===== src/core/bst_pkg.sv =====
/*
 * Shared constants and types for the boundary-scan test access port.
 * Assumes one system clock that is fast enough to oversample the test clock.
 */
package bst_pkg;

    // ****************************************************************
    // register lengths and field widths
    // ****************************************************************
    localparam int IR_LEN       = 10;
    localparam int ID_LEN       = 32;
    localparam int USER_LEN     = 7;
    localparam int USER_FIX_LEN = 25;
    localparam int BSR_LEN_DEF  = 690;

    // ****************************************************************
    // instruction encodings (defaults for the module parameters)
    // ****************************************************************
    localparam logic [IR_LEN-1:0] OP_EXTEST   = 10'h000;
    localparam logic [IR_LEN-1:0] OP_CFGLOAD  = 10'h002;
    localparam logic [IR_LEN-1:0] OP_SAMPLE   = 10'h005;
    localparam logic [IR_LEN-1:0] OP_PART_IDENTIFICATION   = 10'h006;
    localparam logic [IR_LEN-1:0] OP_USER_SIGNATURE = 10'h007;
    localparam logic [IR_LEN-1:0] OP_BYPASS   = 10'h3ff;
    localparam logic [IR_LEN-1:0] IR_CAPTURE  = 10'h001;
    localparam logic [IR_LEN-1:0] IR_RESET    = OP_PART_IDENTIFICATION;

    // ****************************************************************
    // identification and signature values (arbitrary neutral values)
    // ****************************************************************
    localparam logic [3:0]  ID_VERSION = 4'ha;
    localparam logic [15:0] ID_PART    = 16'h5a5a;
    localparam logic [10:0] ID_MAKER   = 11'h2c3;
    localparam logic        ID_LSB     = 1'b1;
    localparam logic [USER_FIX_LEN-1:0] USER_FIXED = 25'h0_1234;

    // ****************************************************************
    // controller states, gray-coded along the usual path
    // ****************************************************************
    typedef enum logic [3:0] {
        ST_RESET    = 4'h0,
        ST_IDLE     = 4'h1,
        ST_SEL_DR   = 4'h3,
        ST_CAP_DR   = 4'h2,
        ST_SHIFT_DR = 4'h6,
        ST_EX1_DR   = 4'h7,
        ST_PAUSE_DR = 4'h5,
        ST_EX2_DR   = 4'h4,
        ST_UPD_DR   = 4'hc,
        ST_SEL_IR   = 4'hd,
        ST_CAP_IR   = 4'hf,
        ST_SHIFT_IR = 4'he,
        ST_EX1_IR   = 4'ha,
        ST_PAUSE_IR = 4'hb,
        ST_EX2_IR   = 4'h9,
        ST_UPD_IR   = 4'h8
    } bst_state_type;

    // data register selected between serial input and output
    typedef enum logic [2:0] {
        DR_BYPASS = 3'h0,
        DR_SAMPLE = 3'h1,
        DR_EXTEST = 3'h2,
        DR_ID     = 3'h3,
        DR_USER   = 3'h4,
        DR_CFG    = 3'h5
    } bst_dr_type;

    // true in the two states where the serial output is driven
    function automatic logic bst_is_shift(input bst_state_type st);
        bst_is_shift = (st == ST_SHIFT_DR) || (st == ST_SHIFT_IR);
    endfunction

endpackage


===== src/core/bst_tap.sv =====
/*
 * Boundary-scan test access port: instruction register, bypass, boundary
 * register, identification and user signature registers, configuration load.
 * Assumes test pins are asynchronous to sys_clk_in and that the test clock
 * is at most a quarter of the system clock rate.
 */
//
// Overview of operation
// - no boundary scan during configuration
// - sample captures pins, leaves operation alone
// - extest drives pattern, captures input pins
// - bypass is one stage tdi to tdo
// - user_signature shifts user signature out
// - part_identification shifts identification value out
// - configuration load instructions feed configuration logic
// - instruction register is ten bits
// - user signature: seven user, 25 fixed
// - boundary register length is a parameter
// - identification: version, part, maker, one
// - identification lsb is one, shifted first
`timescale 1ns/1ps
module bst_tap
    import bst_pkg::*;
#(
    parameter int                BSR_LEN     = BSR_LEN_DEF,
    parameter logic [IR_LEN-1:0] OPC_EXTEST  = OP_EXTEST,
    parameter logic [IR_LEN-1:0] OPC_SAMPLE  = OP_SAMPLE,
    parameter logic [IR_LEN-1:0] OPC_PART_IDENTIFICATION  = OP_PART_IDENTIFICATION,
    parameter logic [IR_LEN-1:0] OPC_USER    = OP_USER_SIGNATURE,
    parameter logic [IR_LEN-1:0] OPC_CFGLOAD = OP_CFGLOAD,
    parameter logic [IR_LEN-1:0] OPC_BYPASS  = OP_BYPASS
) (
    // clock and reset
    input  wire logic                 sys_clk_in,
    input  wire logic                 rst_in,
    // test port pins
    input  wire logic                 tck_in,
    input  wire logic                 tms_in,
    input  wire logic                 tdi_in,
    output logic                      tdo_out,
    output logic                      tdo_oe_out,
    // device side
    input  wire logic                 config_busy_in,
    input  wire logic [USER_LEN-1:0]  user_code_in,
    input  wire logic [BSR_LEN-1:0]   pin_sample_in,
    output logic      [BSR_LEN-1:0]   pin_drive_out,
    output logic                      extest_active_out,
    // configuration load stream
    output logic                      cfg_active_out,
    output logic                      cfg_data_out,
    output logic                      cfg_strobe_out
);

    // ****************************************************************
    // declarations
    // ****************************************************************
    logic               tck_s1_ff, tck_s2_ff, tck_d3_ff;
    logic               tms_s1_ff, tms_s2_ff;
    logic               tdi_s1_ff, tdi_s2_ff;
    logic               busy_s1_ff, busy_s2_ff;
    logic [BSR_LEN-1:0] pin_s1_ff, pin_s2_ff;
    logic               tck_rise, tck_fall;
    bst_state_type      tap_state;
    bst_dr_type         sel;
    logic [IR_LEN-1:0]  ir_shift_ff, ir_ff;
    logic               bypass_ff;
    logic [ID_LEN-1:0]  id_shift_ff;
    logic [BSR_LEN-1:0] bsr_shift_ff, bsr_upd_ff;
    logic               tdo_ff, tdo_oe_ff;
    logic               extest_ff, cfg_active_ff, cfg_data_ff, cfg_strobe_ff;
    logic [ID_LEN-1:0]  part_identification_val;
    logic [ID_LEN-1:0]  user_signature_val;
    logic               cap_dr, shift_dr, upd_dr;

    // identification word, msb first: version, part, maker, fixed one
    assign part_identification_val   = {ID_VERSION, ID_PART, ID_MAKER, ID_LSB};
    assign user_signature_val = {USER_FIXED, user_code_in};

    // ****************************************************************
    // pin synchronisers and test-clock edge detection
    // ****************************************************************
    // two stages on every pin; only the second stage is looked at, except tck, whose third stage is compared with it for edges
    always_ff @(posedge sys_clk_in) begin
        if (rst_in) begin
            tck_s1_ff  <= 1'b0;
            tck_s2_ff  <= 1'b0;
            tck_d3_ff  <= 1'b0;
            tms_s1_ff  <= 1'b1;
            tms_s2_ff  <= 1'b1;
            tdi_s1_ff  <= 1'b1;
            tdi_s2_ff  <= 1'b1;
            busy_s1_ff <= 1'b0;
            busy_s2_ff <= 1'b0;
        end else begin
            tck_s1_ff  <= tck_in;
            tck_s2_ff  <= tck_s1_ff;
            tck_d3_ff  <= tck_s2_ff;
            tms_s1_ff  <= tms_in;
            tms_s2_ff  <= tms_s1_ff;
            tdi_s1_ff  <= tdi_in;
            tdi_s2_ff  <= tdi_s1_ff;
            busy_s1_ff <= config_busy_in;
            busy_s2_ff <= busy_s1_ff;
        end
    end

    // device pins sampled for the boundary register, wide but cheap
    always_ff @(posedge sys_clk_in) begin
        if (rst_in) begin
            pin_s1_ff <= '0;
            pin_s2_ff <= '0;
        end else begin
            pin_s1_ff <= pin_sample_in;
            pin_s2_ff <= pin_s1_ff;
        end
    end

    assign tck_rise = tck_s2_ff & ~tck_d3_ff;
    assign tck_fall = ~tck_s2_ff & tck_d3_ff;

    bst_tap_fsm u_fsm (
        .sys_clk_in (sys_clk_in),
        .rst_in     (rst_in),
        .step_in    (tck_rise),
        .tms_in     (tms_s2_ff),
        .state_out  (tap_state)
    );

    assign cap_dr   = tck_rise && (tap_state == ST_CAP_DR);
    assign shift_dr = tck_rise && (tap_state == ST_SHIFT_DR);
    assign upd_dr   = tck_rise && (tap_state == ST_UPD_DR);

    // ****************************************************************
    // instruction decode
    // ****************************************************************
    // extest and sample fall back to bypass while configuration runs
    function automatic bst_dr_type dr_select(input logic [IR_LEN-1:0] ir,
                                             input logic busy);
        if (ir == OPC_EXTEST) begin
            dr_select = busy ? DR_BYPASS : DR_EXTEST;
        end else if (ir == OPC_SAMPLE) begin
            dr_select = busy ? DR_BYPASS : DR_SAMPLE;
        end else if (ir == OPC_PART_IDENTIFICATION) begin
            dr_select = DR_ID;
        end else if (ir == OPC_USER) begin
            dr_select = DR_USER;
        end else if (ir == OPC_CFGLOAD) begin
            dr_select = DR_CFG;
        end else begin
            dr_select = DR_BYPASS;
        end
    endfunction

    assign sel = dr_select(ir_ff, busy_s2_ff);

    // ****************************************************************
    // instruction register
    // ****************************************************************
    // update takes effect on the rising edge that leaves update-ir
    always_ff @(posedge sys_clk_in) begin
        if (rst_in) begin
            ir_shift_ff <= IR_CAPTURE;
            ir_ff       <= IR_RESET;
        end else if (tck_rise) begin
            case (tap_state)
                ST_RESET:    ir_ff       <= IR_RESET;
                ST_CAP_IR:   ir_shift_ff <= IR_CAPTURE;
                ST_SHIFT_IR: ir_shift_ff <= {tdi_s2_ff, ir_shift_ff[IR_LEN-1:1]};
                ST_UPD_IR:   ir_ff       <= ir_shift_ff;
                default:     ir_ff       <= ir_ff;
            endcase
        end
    end

    // ****************************************************************
    // data registers
    // ****************************************************************
    // one-stage path, shared by bypass and configuration load
    always_ff @(posedge sys_clk_in) begin
        if (rst_in) begin
            bypass_ff <= 1'b0;
        end else if (cap_dr) begin
            bypass_ff <= 1'b0;
        end else if (shift_dr && (sel == DR_BYPASS || sel == DR_CFG)) begin
            bypass_ff <= tdi_s2_ff;
        end
    end

    // identification and user signature share one 32-bit shifter
    always_ff @(posedge sys_clk_in) begin
        if (rst_in) begin
            id_shift_ff <= '0;
        end else if (cap_dr && sel == DR_ID) begin
            id_shift_ff <= part_identification_val;
        end else if (cap_dr && sel == DR_USER) begin
            id_shift_ff <= user_signature_val;
        end else if (shift_dr && (sel == DR_ID || sel == DR_USER)) begin
            id_shift_ff <= {tdi_s2_ff, id_shift_ff[ID_LEN-1:1]};
        end
    end

    // boundary register: capture pins, shift, then hold pattern for the pins
    always_ff @(posedge sys_clk_in) begin
        if (rst_in) begin
            bsr_shift_ff <= '0;
            bsr_upd_ff   <= '0;
        end else if (sel == DR_SAMPLE || sel == DR_EXTEST) begin
            if (cap_dr) begin
                bsr_shift_ff <= pin_s2_ff;
            end else if (shift_dr) begin
                bsr_shift_ff <= {tdi_s2_ff, bsr_shift_ff[BSR_LEN-1:1]};
            end else if (upd_dr) begin
                bsr_upd_ff   <= bsr_shift_ff;
            end
        end
    end

    // pins follow the pattern only under extest, so sample stays quiet
    always_ff @(posedge sys_clk_in) begin
        if (rst_in) begin
            extest_ff <= 1'b0;
        end else begin
            extest_ff <= (sel == DR_EXTEST);
        end
    end

    // ****************************************************************
    // configuration load stream
    // ****************************************************************
    // each shifted bit goes to the configuration logic as one strobe
    always_ff @(posedge sys_clk_in) begin
        if (rst_in) begin
            cfg_active_ff <= 1'b0;
            cfg_data_ff   <= 1'b0;
            cfg_strobe_ff <= 1'b0;
        end else begin
            cfg_active_ff <= (sel == DR_CFG);
            cfg_strobe_ff <= shift_dr && (sel == DR_CFG);
            if (shift_dr && sel == DR_CFG) begin
                cfg_data_ff <= tdi_s2_ff;
            end
        end
    end

    // ****************************************************************
    // serial output, changed on the falling test-clock edge
    // ****************************************************************
    always_ff @(posedge sys_clk_in) begin
        if (rst_in) begin
            tdo_ff    <= 1'b0;
            tdo_oe_ff <= 1'b0;
        end else if (tck_fall) begin
            tdo_oe_ff <= bst_is_shift(tap_state);
            if (tap_state == ST_SHIFT_IR) begin
                tdo_ff <= ir_shift_ff[0];
            end else if (tap_state != ST_SHIFT_DR) begin
                tdo_ff <= 1'b0;
            end else if (sel == DR_ID || sel == DR_USER) begin
                tdo_ff <= id_shift_ff[0];
            end else if (sel == DR_SAMPLE || sel == DR_EXTEST) begin
                tdo_ff <= bsr_shift_ff[0];
            end else begin
                tdo_ff <= bypass_ff;
            end
        end
    end

    assign tdo_out           = tdo_ff;
    assign tdo_oe_out        = tdo_oe_ff;
    assign pin_drive_out     = bsr_upd_ff;
    assign extest_active_out = extest_ff;
    assign cfg_active_out    = cfg_active_ff;
    assign cfg_data_out      = cfg_data_ff;
    assign cfg_strobe_out    = cfg_strobe_ff;
endmodule


===== src/core/bst_tap_fsm.sv =====
/*
 * Sixteen-state test access port controller.
 * Assumes step_in is a one-cycle pulse on each rising test-clock edge and
 * that tms_in is already synchronised to sys_clk_in.
 */
`timescale 1ns/1ps
module bst_tap_fsm
    import bst_pkg::*;
(
    // clock and reset
    input  wire logic          sys_clk_in,
    input  wire logic          rst_in,
    // test-clock step and mode select
    input  wire logic          step_in,
    input  wire logic          tms_in,
    // controller state
    output bst_state_type      state_out
);

    bst_state_type state_ff;
    bst_state_type nxt_state;

    // ****************************************************************
    // next state, taken only on a test-clock rising edge
    // ****************************************************************
    always_comb begin
        nxt_state = state_ff;
        case (state_ff)
            ST_RESET:    nxt_state = tms_in ? ST_RESET    : ST_IDLE;
            ST_IDLE:     nxt_state = tms_in ? ST_SEL_DR   : ST_IDLE;
            ST_SEL_DR:   nxt_state = tms_in ? ST_SEL_IR   : ST_CAP_DR;
            ST_CAP_DR:   nxt_state = tms_in ? ST_EX1_DR   : ST_SHIFT_DR;
            ST_SHIFT_DR: nxt_state = tms_in ? ST_EX1_DR   : ST_SHIFT_DR;
            ST_EX1_DR:   nxt_state = tms_in ? ST_UPD_DR   : ST_PAUSE_DR;
            ST_PAUSE_DR: nxt_state = tms_in ? ST_EX2_DR   : ST_PAUSE_DR;
            ST_EX2_DR:   nxt_state = tms_in ? ST_UPD_DR   : ST_SHIFT_DR;
            ST_UPD_DR:   nxt_state = tms_in ? ST_SEL_DR   : ST_IDLE;
            ST_SEL_IR:   nxt_state = tms_in ? ST_RESET    : ST_CAP_IR;
            ST_CAP_IR:   nxt_state = tms_in ? ST_EX1_IR   : ST_SHIFT_IR;
            ST_SHIFT_IR: nxt_state = tms_in ? ST_EX1_IR   : ST_SHIFT_IR;
            ST_EX1_IR:   nxt_state = tms_in ? ST_UPD_IR   : ST_PAUSE_IR;
            ST_PAUSE_IR: nxt_state = tms_in ? ST_EX2_IR   : ST_PAUSE_IR;
            ST_EX2_IR:   nxt_state = tms_in ? ST_UPD_IR   : ST_SHIFT_IR;
            ST_UPD_IR:   nxt_state = tms_in ? ST_SEL_DR   : ST_IDLE;
            default:     nxt_state = ST_RESET;
        endcase
    end

    // state register; five tms-high steps always reach reset
    always_ff @(posedge sys_clk_in) begin
        if (rst_in) begin
            state_ff <= ST_RESET;
        end else if (step_in) begin
            state_ff <= nxt_state;
        end
    end

    assign state_out = state_ff;
endmodule


===== config.mk =====
export PLATFORM = sky130hd
export DESIGN_NAME = bst_tap
export DESIGN_NICKNAME = d
export VERILOG_FILES = /design/src/core/bst_pkg.sv /design/src/core/bst_tap.sv /design/src/core/bst_tap_fsm.sv
export SDC_FILE = /design/constraint.sdc
export NUM_CORES = 2
export LEC_CHECK = 0
export ABC_AREA = 1
export BUFFER_PORTS_ARGS = -buffer_cell sky130_fd_sc_hd__buf_2
export CORE_AREA = 10 10 538 540
export DETAILED_ROUTE_END_ITERATION = 16
export DIE_AREA = 0 0 548 550
export GPL_ROUTABILITY_DRIVEN = 0
export PLACE_DENSITY = 0.51
export SLEW_MARGIN = 20
export SYNTH_ARGS = -nofsm -noshare
export SYNTH_HDL_FRONTEND = slang
export SYNTH_SLANG_ARGS = --single-unit

===== constraint.sdc =====
create_clock -name sys_clk_in -period 4.8 [get_ports sys_clk_in]
set_input_delay 0.24 -clock sys_clk_in [delete_from_list [all_inputs] [get_ports sys_clk_in]]
set_output_delay 0.24 -clock sys_clk_in [all_outputs]
set_load 0.005 [all_outputs]

# Word level (Yosys, flattened, before mapping)
# Cells that the tools add are included.
# word_totals
register_bits	2832
inputBits	703
out_inout_bits	696
word_cells	118
# classes
eq_ne	25
muxes	31
bitwise_logic	6
reduce_logical	30
# ops
operator	n
$mux W690	2
$mux W32	3
$pmux W4 S12	1
$pmux W10 S2	2
$eq A4 B4 Y1 const B	8
$eq A10 B3 Y1 const B	3
$mux W3	7
$eq A4 B3 Y1 const B	4
$mux W4	4
$eq A10 B2 Y1 const B	1
$logic_not A10 Y1	1
$eq A4 B2 Y1 const B	2
$logic_and A1 B1 Y1	8
$mux W1	8
$mux W2	4
$reduce_bool A2 Y1	4
$reduce_or A2 Y1	4
$eq A3 B2 Y1 const B	2
$eq A3 B3 Y1 const B	2
$reduce_and A2 Y1	3
$reduce_or A3 Y1	2
$eq A4 B1 Y1 const B	1
$logic_not A4 Y1	1
$logic_or A1 B1 Y1	4
other kinds (7)	11

# Longest topological paths before layout
# logic_depth
word_depth	12
ltp_mapped	13

# Modules after synthesis
# Synthesis repeated with hierarchy kept, for this count alone.
# unflattened
cells_unflattened	11608
area_unflattened_um2	96512.6
# by_module_without_submodules
mod	instances	cells_each	area_per_inst_um2
bst_tap	1	11542	96156.0
bst_tap_fsm	1	66	356.6

# Worst setup path after synthesis
# Ideal clock, no wire load.
# synth_path
kind	reg2reg
from	register ir_ff[2]
to	register bsr_upd_ff[639] (netlist: pin_drive_out[639])
arrival_ps	1578
required_ps	4686
slack_ps	3108
stages_incl_launch_ff	12
period_less_slack_ps	1692
path_cell_list	dfxtp_1 -> nor2_1 -> nand2_1 -> nor2_1 -> nand3_2 -> nand2_2 -> nand2_2 -> buf_4 -> buf_4 -> clkbuf_1 -> o21ai_1 -> nor2_1
# synth_between
elab_chain_len	9
word_cells_on_any_way	14
classes_between	eq/ne: 6; mux: 5; reduce/logical: 3
# synth_lines
item	line_no	rtl
start, declared	bst_tap.sv:65	logic [IR_LEN-1:0] ir_shift_ff, ir_ff;
start signal, assigned	bst_tap.sv:169	ST_UPD_IR: ir_ff <= ir_shift_ff;
start signal, assigned	bst_tap.sv:170	default: ir_ff <= ir_ff;
$eq A10 B2 Y1	bst_tap.sv:147	end else if (ir == OPC_CFGLOAD) begin
$mux W3	bst_tap.sv:147	
$mux W3	bst_tap.sv:145	end else if (ir == OPC_USER) begin
$mux W3	bst_tap.sv:143	end else if (ir == OPC_PART_IDENTIFICATION) begin
$mux W3	bst_tap.sv:141	end else if (ir == OPC_SAMPLE) begin
$mux W3 *	bst_tap.sv:139	if (ir == OPC_EXTEST) begin
$eq A3 B1 Y1 or $eq A3 B2 Y1 (tied branches)	bst_tap.sv:207	end else if (sel == DR_SAMPLE || sel == DR_EXTEST) begin
$logic_or A1 B1 Y1 *	bst_tap.sv:207	
$reduce_and A4 Y1 (no line) *	-	
end signal, assigned	bst_tap.sv:213	bsr_upd_ff <= bsr_shift_ff;
end, declared	bst_tap.sv:68	logic [BSR_LEN-1:0] bsr_shift_ff, bsr_upd_ff;
# Every way passes the cells marked *; elsewhere a longest branch is shown, timed or not.
# A chain may end at the register's enable or synchronous reset.

# Final worst setup path
# layout_path
from	register tck_s2_ff
to	register bsr_upd_ff[608] (netlist: pin_drive_out[608])
# layout_between
elab_chain_len	4
word_cells_on_any_way	7
classes_between	bitwise: 3; reduce/logical: 4
# layout_lines
item	line_no	rtl
start, declared	bst_tap.sv:57	logic tck_s1_ff, tck_s2_ff, tck_d3_ff;
start signal, assigned	bst_tap.sv:96	tck_s2_ff <= tck_s1_ff;
$and A1 B1 Y1 *	bst_tap.sv:118	assign tck_rise = tck_s2_ff & ~tck_d3_ff;
$logic_and A1 B1 Y1, on equally long branches	bst_tap.sv:130, bst_tap.sv:129	
$not A1 Y1 (no line)	-	
$reduce_and A4 Y1 (no line) *	-	
# Marks and branches as above.

==> flow_summary.yaml <==
clocking:
  clk_latency_ps: 900
  tritoncts: "built"
  cts_buffers: 307
  cts_root_buf: "clkbuf_16"
  ctsHtreeMaxLevel: 5
  clock-sinks: 2832
  clk_pin_slew_ps: 60
  clk_path_buf_depth: 4
final_layout:
  finalInstanceArea_mm2: 0.121
  nets: 14000
  area_growth_pct: 29.1
  drive_above_1_share: 0.146
  layout.area.seq_mm2: 0.0567
  fin_util: 0.433
  multi_input_area_mm2: 0.0281
  n_fill_cell: 28000
sta:
  clock.fmax_ghz: 0.323
  hold_slack_ps: 99.8
  relSlewSlack: 0.203
  finalHoldViolations: 0
  rsz0062_at_grt: "false"
  period_needed_ps: 3090
  finalCritPeriodShare: 0.645
  tightestPinTransition_ps: 1200
  finClkSkew_ps: 43.2
  setup_viol: 0
  drv_slew: 0
  tns_ps: 0
placement:
  io_buffers: 1398
  dp_hpwl_mm: 217
  placed_area_mm2: 0.103
floorplan:
  die_y_um: 550
  die_w_um: 548
  dieArea_mm2: 0.301
  floorplan.initialDensity: 0.336
  core_area_mm2: 0.278
  pin_count: 1399
  rows: 194
run:
  cap_viol_max_count: 0
worst_hold_path:
  holdPathStages: 4
  hp-class: "in2reg"
critical_path:
  cp-endpoint: "pin_drive_out[608]"
  startpoint: "tck_s2_ff"
  cpPeakStageDelay_ps: 600
  path_max_fanout: 81
  reg2reg_to: "pin_drive_out[608]"
  cp-end-kind: "register"
  crit_arrival_ps: 3900
  cp-start-kind: "register"
  slowest_stage: "inv_8"
  worst-path-buf-inv: 4
  r2r_cells: 9
  reg2reg_slack_ps: 1710
  path_delay_family: "buffers and inverters"
  worst-path-stages: 9
  worstPathCellList: "inv_2, nor2_2, inv_2, nor3_2, nand2_8, inv_8, buf_12, nor2_1, nor2_1"
  r2r_start: "tck_s2_ff"
  critPathRequiredTime_ps: 5610
  path_class: "reg2reg"
pwr:
  p_total_mw: 50.0
  peakVddDrop_v: 0.000279
  p_per_area_mw_per_mm2: 414
  p_leak_nw: 52.1
route:
  finalWirelength_mm: 324
  wire_per_inst_um: 18.7
  dr_total_vias: 78600
  ant_nets: 0
  drt_iter0_drc: 5483
  remaining_drc_errors: 0
  dr.pass1.iters: 6
  viasPerCell: 4.56
grt:
  grt_usage: 0.203
  grt_pass1_vias: 74300
  grt_pass1_wl_mm: 481
  grt_overflow: 0
  grt_max_degree: 191
  antenna_found_initial: 23
run_status:
  status: "finished, final reports clean"
synthesis:
  ys_seq_area_frac: 0.606
  ys_top_cells_by_area: "dfxtp_1 61%, nor2_1 11%, o21ai_0 7.2%, nand2_1 5.8%, inv_1 5.8%"
  yosys.area.top_type: "dfxtp_1"
  synth_top_area_share: 0.606
  synth.distinct_cells: 30
  avgSynthCellArea_um2: 8.10
  syn_inst: 11500
  ys_ff_latch: 2832
  synth_nets: 12200
  ys_warn_count: 0
  syn_area_mm2: 0.0935
timing repair:
action | in CTS | in global routing
setup buffers | 0 | 0
hold buffers | 727 | 0
hold endpoints to repair | 728 | 0
gates resized for setup | 0 | 0
worst min-delay path, cell delays in order:
cell and delay (ps):
dlygate4sd3_1 520, buf_2 90, inv_1 30, nor2_1 70
synthesized netlist by cell type (all sizes together):
library cell,count
a31oi,695
or2,4
nor3,5
buf,290
nand2,1448
nand4,6
dfxtp,2832
a21oi,36
clkbuf,488
o31ai,1
a21o,3
nand3,17
inv,1442
o211ai,3
a211oi,3
clkinv,1
o21ai,1421
nor2,2839
o22ai,8
kinds of logic (layout without fill, tap and decap cells):
kind of cell	count (synthesis)	after routing	share of synthesized area
simple gates	4319	4319	0.174
other cells	0	15	0
flops	2832	2832	0.606
buf+inv	2221	4199	0.0935
compound gates	2170	2170	0.126
power by group:
group | switching, mW | total, mW | internal (mW)
logic | 1.13 | 2.03 | 0.903
registers | 0.157 | 24.2 | 24.1
clock network | 9.92 | 23.8 | 13.8
layout make-up:
type,instances,share of cell area
clock buffer,447,0.0738
sequential,2832,0.470
tap,3724,0.0386
antenna,15,0.000311
multi-input combinational,6489,0.233
clock inverter,95,0.0100
inverter,1443,0.0452
timing repair buffer,2214,0.129
layer usage:
| layer | GRT usage | share of wire | vias up |
|---|---|---|---|
| li1 | - | - | 39300 |
| met1 | 0.268 | 0.44 | 36500 |
| met2 | 0.327 | 0.45 | 2234 |
| met3 | 0.0442 | 0.064 | 513 |
| met4 | 0.0741 | 0.041 | 8 |
| met5 | 0 | 0.00015 | - |
worst min-delay path by stage:
stage / to / start / slack [ps]
CTS: pin_s1_ff[145] / pin_sample_in[145] / 2
global placement: pin_s2_ff[582] / pin_s1_ff[582] / 390
floorplan: tdi_s1_ff / tdi_in / 340
finish: pin_s1_ff[214] / pin_sample_in[214] / 100
detailed placement: pin_s2_ff[172] / pin_s1_ff[172] / 390
global route: pin_s1_ff[44] / pin_sample_in[44] / 50
registers in the layout, indices dropped and copies added (netlist names), 4 cells and up:
signal,count
bsr_shift_ff,690
pin_drive_out,690
pin_s1_ff,690
pin_s2_ff,690
id_shift_ff,32
ir_ff,10
ir_shift_ff,10
u_fsm.state_out,4
layout by cell type, fill, tap and decap left out, drive strengths merged:
master	n
buf	1487
a211oi	3
clkbuf	447
dfxtp	2832
nand3	17
o22ai	8
diode	15
a21o	3
o31ai	1
o211ai	3
bufinv	16
a21oi	36
clkinv	55
nor2	2839
or2	4
a31oi	695
dlygate4sd3	727
nand2	1448
clkinvlp	6
o21ai	1421
nand4	6
nor3	5
inv	1461
per-stage QoR:
stage,std cells,worst slack [ps]
3_3_place_gp,16000,1640
3_5_place_dp,16000,1590
5_1_grt,17300,1350
2_1_floorplan,11500,3110
4_1_cts,17200,1560
6_report,17300,1710
No activity file was read; power rests on OpenSTA's default activity.
